## src/gain_ctl_pkg.sv

```systemverilog
// Constants shared by the automatic gain control block.
package gain_ctl_pkg;
	// ----------------------------------------------------------------
	// Register map
	// ----------------------------------------------------------------
	localparam logic [3:0] OFS_CTRL = 4'h0;
	localparam logic [3:0] OFS_STATUS = 4'h4;
	localparam logic [3:0] OFS_IRQ_STAT = 4'h8;
	localparam logic [3:0] OFS_IRQ_MASK = 4'hc;
	// ----------------------------------------------------------------
	// Field positions
	// ----------------------------------------------------------------
	localparam int CTRL_AUTO_OFF = 8;
	localparam int CTRL_OVERSHOOT_OFF = 9;
	localparam int CTRL_BACKOFF_OFF = 10;
	localparam int CTRL_KEEP_REG = 11;
	localparam int ST_SAFE = 8;
	localparam int ST_DRIVE = 9;
	localparam int ST_DONE = 10;
	localparam int IRQ_DONE = 0;
	localparam int IRQ_AT_MAX = 1;
	localparam int IRQ_AT_MIN = 2;
	localparam int IRQ_SAFE = 3;
	localparam int IRQ_W = 4;
	// ----------------------------------------------------------------
	// Reset values
	// ----------------------------------------------------------------
	localparam logic [11:0] CTRL_RST = 12'h000;
	localparam logic [3:0] IRQ_MASK_RST = 4'h0;
	localparam logic [6:0] GAIN_RST = 7'h00;
	// ----------------------------------------------------------------
	// Comparator level indices, per channel
	// ----------------------------------------------------------------
	localparam int LVL_LIMIT_L = 0;
	localparam int LVL_REG_L = 1;
	localparam int LVL_HALF_H = 2;
	localparam int LVL_REG_H = 3;
	localparam int LVL_LIMIT_H = 4;
	localparam int LVL_N = 5;
	// ----------------------------------------------------------------
	// Gain figures and timing
	// ----------------------------------------------------------------
	localparam logic [7:0] GAIN_MAX = 8'h6d;
	localparam logic [7:0] GAIN_MIN = 8'h00;
	localparam logic [7:0] BOOST_STEPS = 8'h04;
	localparam logic [7:0] BACKOFF_STEPS = 8'h12;
	localparam logic [7:0] REG_STEP = 8'h01;
	localparam logic [7:0] LIMIT_STEP = 8'h08;
	localparam int CLK_MHZ = 100;
	localparam int HIZ_TIME_US = 3000;
	localparam int HIZ_CYCLES = HIZ_TIME_US * CLK_MHZ;
	localparam int REG_PERIOD_CYCLES = 1000;
	localparam int LIMIT_PERIOD_CYCLES = 250;
endpackage

```

## src/gain_ctl.sv

```systemverilog
// Automatic gain control for the sine and cosine receive channels.
`timescale 1ns/10ps
module gain_ctl #(
	parameter int HIZ_CYCLES = gain_ctl_pkg::HIZ_CYCLES,
	parameter int REG_PERIOD = gain_ctl_pkg::REG_PERIOD_CYCLES,
	parameter int LIMIT_PERIOD = gain_ctl_pkg::LIMIT_PERIOD_CYCLES,
	parameter int SAFE_N = 10
) (
	input wire logic clk_i,
	input wire logic rst_i,
	input wire logic cyc_i,
	input wire logic stb_i,
	input wire logic we_i,
	input wire logic [3:0] adr_i,
	input wire logic [3:0] sel_i,
	input wire logic [31:0] dat_i,
	output logic [31:0] dat_o,
	output logic ack_o,
	input wire logic [9:0] cmp_i,
	input wire logic [SAFE_N-1:0] safe_cond_i,
	input wire logic sig_fail_i,
	output logic [6:0] gain_o,
	output logic out_drive_o,
	output logic operational_o,
	output logic irq_o
);
	typedef enum logic [2:0] {ST_RAMP, ST_BOOST, ST_BACKOFF, ST_FIXED, ST_REGULATE} agc_state_t;

	// ----------------------------------------------------------------
	// Input synchronisers
	// ----------------------------------------------------------------
	logic [9:0] cmp_m;
	logic [9:0] cmp_s;
	logic [SAFE_N-1:0] safe_m;
	logic [SAFE_N-1:0] safe_s;
	logic sig_m;
	logic sig_s;
	always_ff @(posedge clk_i)
	begin
		cmp_m <= cmp_i;
		cmp_s <= cmp_m;
		safe_m <= safe_cond_i;
		safe_s <= safe_m;
		sig_m <= sig_fail_i;
		sig_s <= sig_m;
	end

	// ----------------------------------------------------------------
	// Comparator combination over both channels
	// ----------------------------------------------------------------
	logic [gain_ctl_pkg::LVL_N-1:0] any_above;
	logic [gain_ctl_pkg::LVL_N-1:0] both_below;
	genvar lv;
	generate
		for (lv = 0; lv < gain_ctl_pkg::LVL_N; lv++)
		begin : g_lvl
			assign any_above[lv] = cmp_s[lv] | cmp_s[lv + gain_ctl_pkg::LVL_N];
			assign both_below[lv] = ~any_above[lv];
		end
	endgenerate

	// ----------------------------------------------------------------
	// Registers and bus decode
	// ----------------------------------------------------------------
	logic [11:0] ctrl;
	logic [gain_ctl_pkg::IRQ_W-1:0] irq_stat;
	logic [gain_ctl_pkg::IRQ_W-1:0] irq_mask;
	logic [6:0] gain;
	logic done;
	agc_state_t state;
	wire bus_req = cyc_i & stb_i & ~ack_o;
	wire wr = bus_req & we_i;
	wire wr_ctrl = wr & (adr_i == gain_ctl_pkg::OFS_CTRL);
	wire wr_stat = wr & (adr_i == gain_ctl_pkg::OFS_IRQ_STAT) & sel_i[0];
	wire wr_mask = wr & (adr_i == gain_ctl_pkg::OFS_IRQ_MASK) & sel_i[0];
	wire auto_gain_off = ctrl[gain_ctl_pkg::CTRL_AUTO_OFF];
	wire startup_overshoot_off = ctrl[gain_ctl_pkg::CTRL_OVERSHOOT_OFF];
	wire startup_backoff_off = ctrl[gain_ctl_pkg::CTRL_BACKOFF_OFF];
	wire keep_regulating = ctrl[gain_ctl_pkg::CTRL_KEEP_REG];
	wire [6:0] fixed_gain_code = ctrl[6:0];
	wire freeze = |safe_s;
	wire safe = freeze | sig_s;
	wire [31:0] status_word = {21'h000000, done, out_drive_o, safe, 1'b0, gain};
	logic [31:0] rd_data;
	always_comb
	begin
		case (adr_i)
			gain_ctl_pkg::OFS_CTRL: rd_data = {20'h00000, ctrl};
			gain_ctl_pkg::OFS_STATUS: rd_data = status_word;
			gain_ctl_pkg::OFS_IRQ_STAT: rd_data = {28'h0000000, irq_stat};
			gain_ctl_pkg::OFS_IRQ_MASK: rd_data = {28'h0000000, irq_mask};
			default: rd_data = 32'h00000000;
		endcase
	end

	always_ff @(posedge clk_i)
	begin
		if (rst_i)
		begin
			ack_o <= 1'b0;
			dat_o <= 32'h00000000;
		end
		else
		begin
			ack_o <= bus_req;
			dat_o <= bus_req ? rd_data : 32'h00000000;
		end
	end

	always_ff @(posedge clk_i)
	begin
		if (rst_i)
			ctrl <= gain_ctl_pkg::CTRL_RST;
		else if (wr_ctrl)
		begin
			if (sel_i[0])
				ctrl[7:0] <= dat_i[7:0];
			if (sel_i[1])
				ctrl[11:8] <= dat_i[11:8];
		end
	end

	// ----------------------------------------------------------------
	// Evaluation period tickers
	// ----------------------------------------------------------------
	logic [31:0] reg_cnt;
	logic [31:0] lim_cnt;
	wire reg_tick = (reg_cnt == 32'(REG_PERIOD - 1));
	wire lim_tick = (lim_cnt == 32'(LIMIT_PERIOD - 1));
	always_ff @(posedge clk_i)
	begin
		if (rst_i)
		begin
			reg_cnt <= 32'h00000000;
			lim_cnt <= 32'h00000000;
		end
		else
		begin
			reg_cnt <= reg_tick ? 32'h00000000 : reg_cnt + 32'h00000001;
			lim_cnt <= lim_tick ? 32'h00000000 : lim_cnt + 32'h00000001;
		end
	end

	// ----------------------------------------------------------------
	// Gain arithmetic with saturation
	// ----------------------------------------------------------------
	function automatic logic [6:0] gain_up(input logic [6:0] g, input logic [7:0] d);
		logic [7:0] s;
		s = {1'b0, g} + d;
		if (s > gain_ctl_pkg::GAIN_MAX)
			s = gain_ctl_pkg::GAIN_MAX;
		return s[6:0];
	endfunction

	function automatic logic [6:0] gain_down(input logic [6:0] g, input logic [7:0] d);
		logic [7:0] s;
		s = {1'b0, g};
		if (s < gain_ctl_pkg::GAIN_MIN + d)
			s = gain_ctl_pkg::GAIN_MIN + d;
		s = s - d;
		return s[6:0];
	endfunction

	// Regulation mode gates: single count moves.
	wire reg_inc = both_below[gain_ctl_pkg::LVL_REG_L];
	wire reg_dec = any_above[gain_ctl_pkg::LVL_REG_H];
	// Step mode gates: large moves outside the limit levels.
	wire lim_inc = both_below[gain_ctl_pkg::LVL_LIMIT_L];
	wire lim_dec = any_above[gain_ctl_pkg::LVL_LIMIT_H];
	wire half_hit = any_above[gain_ctl_pkg::LVL_HALF_H];
	wire at_max = ({1'b0, gain} == gain_ctl_pkg::GAIN_MAX);

	// ----------------------------------------------------------------
	// Startup and regulation state machine
	// ----------------------------------------------------------------
	agc_state_t next_state;
	logic [6:0] next_gain;
	always_comb
	begin
		next_state = state;
		next_gain = gain;
		case (state)
			ST_RAMP:
				if (reg_tick)
				begin
					if (half_hit | at_max)
						next_state = startup_overshoot_off ? ST_BACKOFF : ST_BOOST;
					else
						next_gain = gain_up(gain, gain_ctl_pkg::REG_STEP);
				end
			ST_BOOST:
				if (reg_tick)
				begin
					next_gain = gain_up(gain, gain_ctl_pkg::BOOST_STEPS);
					next_state = ST_BACKOFF;
				end
			ST_BACKOFF:
				if (reg_tick)
				begin
					if (!startup_backoff_off)
						next_gain = gain_down(gain, gain_ctl_pkg::BACKOFF_STEPS);
					next_state = keep_regulating ? ST_REGULATE : ST_FIXED;
				end
			ST_FIXED:
				next_state = ST_FIXED;
			ST_REGULATE:
				if (lim_tick & lim_dec)
					next_gain = gain_down(gain, gain_ctl_pkg::LIMIT_STEP);
				else if (lim_tick & lim_inc)
					next_gain = gain_up(gain, gain_ctl_pkg::LIMIT_STEP);
				else if (reg_tick & reg_dec)
					next_gain = gain_down(gain, gain_ctl_pkg::REG_STEP);
				else if (reg_tick & reg_inc)
					next_gain = gain_up(gain, gain_ctl_pkg::REG_STEP);
			default:
				next_state = ST_RAMP;
		endcase
	end

	wire run = ~auto_gain_off & ~freeze;
	always_ff @(posedge clk_i)
	begin
		if (rst_i)
		begin
			state <= ST_RAMP;
			gain <= gain_ctl_pkg::GAIN_RST;
		end
		else if (run)
		begin
			state <= next_state;
			gain <= next_gain;
		end
	end

	wire done_now = (state == ST_FIXED) | (state == ST_REGULATE);
	assign done = done_now;

	// ----------------------------------------------------------------
	// Output drive
	// ----------------------------------------------------------------
	logic [31:0] hiz_cnt;
	wire hiz_end = (hiz_cnt == 32'(HIZ_CYCLES - 1));
	always_ff @(posedge clk_i)
	begin
		if (rst_i)
		begin
			hiz_cnt <= 32'h00000000;
			out_drive_o <= 1'b0;
			gain_o <= gain_ctl_pkg::GAIN_RST;
			operational_o <= 1'b0;
		end
		else
		begin
			if (!out_drive_o)
				hiz_cnt <= hiz_cnt + 32'h00000001;
			if (hiz_end)
				out_drive_o <= 1'b1;
			gain_o <= auto_gain_off ? fixed_gain_code : gain;
			operational_o <= ~safe;
		end
	end

	// ----------------------------------------------------------------
	// Interrupts
	// ----------------------------------------------------------------
	logic done_d;
	logic safe_d;
	logic at_max_d;
	logic at_min_d;
	wire at_min = (gain == 7'h00);
	wire [gain_ctl_pkg::IRQ_W-1:0] ev = {safe & ~safe_d, at_min & ~at_min_d,
		at_max & ~at_max_d, done & ~done_d};
	always_ff @(posedge clk_i)
	begin
		if (rst_i)
		begin
			irq_stat <= '0;
			irq_mask <= gain_ctl_pkg::IRQ_MASK_RST;
			done_d <= 1'b0;
			safe_d <= 1'b0;
			at_max_d <= 1'b0;
			at_min_d <= 1'b1;
			irq_o <= 1'b0;
		end
		else
		begin
			irq_stat <= (irq_stat & ~(wr_stat ? dat_i[3:0] : 4'h0)) | ev;
			if (wr_mask)
				irq_mask <= dat_i[3:0];
			done_d <= done;
			safe_d <= safe;
			at_max_d <= at_max;
			at_min_d <= at_min;
			irq_o <= |(irq_stat & irq_mask);
		end
	end
endmodule

```

## config.mk

```make
export PLATFORM = sky130hd
export DESIGN_NAME = gain_ctl
export DESIGN_NICKNAME = d
export VERILOG_FILES = /design/src/gain_ctl_pkg.sv /design/src/gain_ctl.sv
export SDC_FILE = /design/constraint.sdc
export NUM_CORES = 1
export LEC_CHECK = 0
export BUFFER_PORTS_ARGS = -buffer_cell sky130_fd_sc_hd__clkbuf_2
export CORE_ASPECT_RATIO = 2
export CORE_UTILIZATION = 58
export CTS_CLUSTER_DIAMETER = 50
export DETAILED_ROUTE_END_ITERATION = 16
export PLACE_DENSITY = 0.8
export SYNTH_ARGS = -nofsm -noshare
export SYNTH_HDL_FRONTEND = slang
export SYNTH_SLANG_ARGS = --single-unit
```

## constraint.sdc

```tcl
create_clock -name clk_i -period 3.4 [get_ports clk_i]
set_input_delay 0.17 -clock clk_i [delete_from_list [all_inputs] [get_ports clk_i]]
set_output_delay 0.17 -clock clk_i [all_outputs]
set_load 0.01 [all_outputs]
```

==> results_tabular.tex <==
\begin{tabular}{lr}
\hline
Metric & Value \\
\hline
\multicolumn{2}{l}{\textbf{Placed design}} \\
Dpl hpwl & 13900 µm \\
Placer's final routability congestion estimate & 0.967 \\
Port Buffer Count & 66 \\
\multicolumn{2}{l}{\textbf{Route}} \\
Total detailed-routing wirelength & 20100 µm \\
Via count & 7575 \\
Average wire length per cell after detail routing & 15.3 µm \\
Post-detailed-route DRC marker count & 0 \\
Post-detailed-route via-to-cell ratio & 5.78 \\
Detail Route Antenna Nets & 0 \\
First DRT Iteration DRCs & 515 \\
Drt pass-1 iters & 5 \\
\multicolumn{2}{l}{\textbf{Pwr}} \\
Cell area power density & 438 nW/µm² \\
P\_sw & 0.00105 W \\
Part of the power in combinational logic & 3.2\% \\
Part of the power in registers & 52.1\% \\
Clock power share & 44.7\% \\
Leak Pwr & 3.82 nW \\
Switching part of the total power & 23.4\% \\
VDD IR max & 385 µV \\
Cell Int Power & 0.00343 W \\
\multicolumn{2}{l}{\textbf{Floorplanning}} \\
Effective utilization at floorplan & 59.8\% \\
Cell row count & 63 \\
Top-level I/O count & 109 \\
Horizontal die dimension & 89.9 µm \\
Floorplan core area & 15000 µm² \\
Y dimension of the die & 178 µm \\
Die Footprint & 16000 µm² \\
\multicolumn{2}{l}{\textbf{STA}} \\
Layout Skew & 0.0136 ns \\
Unrepaired setup endpoints after global routing & no \\
Minimum clock period & 3.03 ns \\
Final number of hold-violating endpoints & 0 \\
Setup TNS & 0 ns \\
Transition time at the pin with the least slew margin & 0.726 ns \\
Share of the cycle needed by the critical path after routing & 89.2\% \\
Maximum clock frequency & 0.330 GHz \\
Final setup violation count & 0 \\
Relative slew slack & 51.1\% \\
Max-slew violation total from the final report & 0 \\
\multicolumn{2}{l}{\textbf{GRT}} \\
Number of global-route vias before repair & 7366 \\
Pin count of the biggest net entering global routing & 70 \\
Initial antenna violation count & 0 \\
Global route overflow & 0 \\
First-pass GRT wire length & 33800 µm \\
Overall track demand over capacity in global routing & 26.2\% \\
\multicolumn{2}{l}{\textbf{Worst setup path}} \\
Critical Path Fanout Max & 20 \\
Critical path, cell by cell & ha\_1, nand4\_1, xnor2\_1, a311oi\_2, nor2\_1, nand3\_1, nor2\_1, nor4\_1 \\
Slowest CP cell & dfxtp\_1 \\
CP max stage delay & 0.77 ns \\
R2r startpoint & gain[2] \\
Arrival time reported for the critical path endpoint & 3.33 ns \\
Required time reported for the critical path endpoint & 3.70 ns \\
Critical Path Start & gain[2] \\
Critical Setup Path Class & flop to flop \\
Most common cell type on the critical path & nor2\_1 \\
Critical path capture point type & flop \\
Critical path's top delay family & simple AND/OR/NAND/NOR gates \\
Number of buffer and inverter stages on the critical path & 0 \\
Startpoint type of the worst setup path & flop \\
\multicolumn{2}{l}{\textbf{Synthesis}} \\
Distinct cell type count after synthesis & 73 \\
Synthesis warning total & 0 \\
Synthesized instance count & 1022 \\
Post-synthesis register bit count & 195 \\
Share of synthesized registers carrying an async set or reset & 0\% \\
Main synth FF type & dfxtp\_1 \\
Per-instance average area after synthesis & 8.77 µm² \\
Count of flip-flops with a built-in enable after synthesis & 0 \\
Sequential element share of the synthesized area & 43.6\% \\
Synthesized cell area & 8960 µm² \\
\multicolumn{2}{l}{\textbf{Clock tree}} \\
Clk sinks & 195 \\
Number of buffers on the longest clock path & 2 \\
Clock tree from TritonCTS & yes \\
TritonCTS buffer count & 17 \\
Worst-path clk slew & 0.08 ns \\
Level count of the clock H-tree & 4 \\
Worst skew pair latency & 0.44 ns \\
Clk Tree Root Cell & clkbuf\_16 \\
\multicolumn{2}{l}{\textbf{Status}} \\
Run status & complete, no violations \\
\multicolumn{2}{l}{\textbf{Finish}} \\
Number of fill cells in the layout & 1188 \\
Leading cell types in the layout, fill and taps excluded & 195 x dfxtp\_1, 178 x nor2\_1, 66 x clkbuf\_2 \\
Most common library cell in the layout ignoring fill and taps & dfxtp\_1 \\
Fraction of final layout cells with drive strength greater than 1 & 11.8\% \\
Net total in the final layout & 1188 \\
Final core area utilization & 68.4\% \\
Growth of design area from synthesis to finish & 14.3\% \\
Inserted Diodes & 0 \\
\multicolumn{2}{l}{\textbf{Worst hold path}} \\
Type of the worst min-delay path & input port to flop \\
Launch point of the worst hold path & dat\_i[3] \\
\multicolumn{2}{l}{\textbf{Job}} \\
Count of max-cap constraint violations & 0 \\
\hline
\end{tabular}
[repair_timing]
item | in CTS | in global routing
resized for setup | 0 | 0
buffers inserted | 0 | 0
endpoints found under the hold margin | 30 | 0
hold buffers | 30 | 0
[per-stage QoR]
step | setup WS, ns | instance area [µm²] | power [W] | hold slack, ns | cells
6_report | 0.368 | 10200 | 0.00448 | 0.0264 | 1310
5_1_grt | 0.139 | 10200 | 0.00462 | 0.0464 | 1310
4_1_cts | 0.476 | 10200 | 0.00452 | 0.00776 | 1310
3_5_place_dp | 0.508 | 9350 | 0.00251 | 0.274 | 1248
3_3_place_gp | 0.515 | 9350 | 0.00250 | 0.273 | 1248
2_1_floorplan | 0.288 | 9030 | 0.00248 | 0.198 | 1041
[Yosys cell counts (all sizes together) (4+ instances only)]
library cell | n | area share (%)
and4 | 9 | 0.88
nand2 | 60 | 2.5
or3 | 14 | 0.98
nor3b | 6 | 0.56
xor2 | 55 | 5.4
a211oi | 9 | 0.75
o221ai | 4 | 0.39
inv | 22 | 0.92
o211ai | 5 | 0.42
o31ai | 4 | 0.34
nand4 | 26 | 1.8
a21oi | 33 | 1.9
mux4 | 4 | 1.0
xnor2 | 40 | 3.9
mux2i | 29 | 3.2
nor2b | 6 | 0.42
and3 | 16 | 1.1
nor4b | 4 | 0.39
nand3 | 55 | 3.1
buf | 40 | 2.8
nand2b | 9 | 0.63
nor3 | 28 | 1.6
ha | 20 | 2.8
o21a | 4 | 0.34
clkbuf | 27 | 1.1
or2 | 4 | 0.28
and2 | 6 | 0.42
nor4 | 33 | 2.8
dfxtp | 195 | 44
o21ai | 28 | 1.6
a22oi | 5 | 0.42
nor2 | 178 | 7.5
[routing by layer]
metal	global-route usage, %	wire (µm)	vias to the layer above
met5	0	0	-
met4	17.6	1160	0
met3	5.14	881	87
met2	48.8	10700	268
met1	26.0	7340	3533
li1	-	-	3687
[flip-flops by register name, indices dropped and copies added, names as in the netlist, 7 cells and up]
name     count
cmp_m       10
cmp_s       10
ctrl        12
dat_o       12
gain         7
gain_o       7
hiz_cnt     32
lim_cnt     32
reg_cnt     32
safe_m      10
safe_s      10
[final cells by class]
class	instances	area [µm²]	area share, %
Sequential cell	195	3900	38.1
Clock buffer	17	425	4.15
Multi-Input combinational cell	757	4690	45.8
Tap cell	195	244	2.38
Clock inverter	15	163	1.59
Inverter	22	82.6	0.806
Timing Repair Buffer	109	728	7.11
[worst min-delay path, delay by kind of cell]
| kind | cells | cell delay, ns |
|---|---|---|
| buffers and inverters | 1 | 0.11 |
| AND/OR/NAND/NOR | 1 | 0.08 |
| multiplexers | 1 | 0.07 |
[kinds of logic after synthesis]
family | after synthesis | share of synthesized area (%)
and+or+nand+nor | 469 | 26.4
AOI/OAI and AO/OA | 118 | 8.60
adders and majority gates | 20 | 2.79
other | 1 | 0.0419
DFF | 195 | 43.6
buffers and inverters | 89 | 4.82
xor gates and xnor gates | 95 | 9.29
muxes | 35 | 4.50
[final timing paths]
check         endpoint  slack [ns]  depth (start not counted)
max            gain[3]        0.37                          8
max reg2reg    gain[3]        0.37                          8
min            ctrl[3]        0.03                          3
min reg2reg  safe_s[3]        0.33                          0
[power groups by stage]
stage               logic [W]  registers, W  clock network (W)
global placement     0.000111       0.00239                  0
global route         0.000157       0.00234            0.00212
floorplan           0.0000887       0.00239                  0
finish               0.000141       0.00234            0.00200
CTS                  0.000141       0.00234            0.00204
detailed placement   0.000114       0.00239                  0
Power figures use the tool's default switching activity.
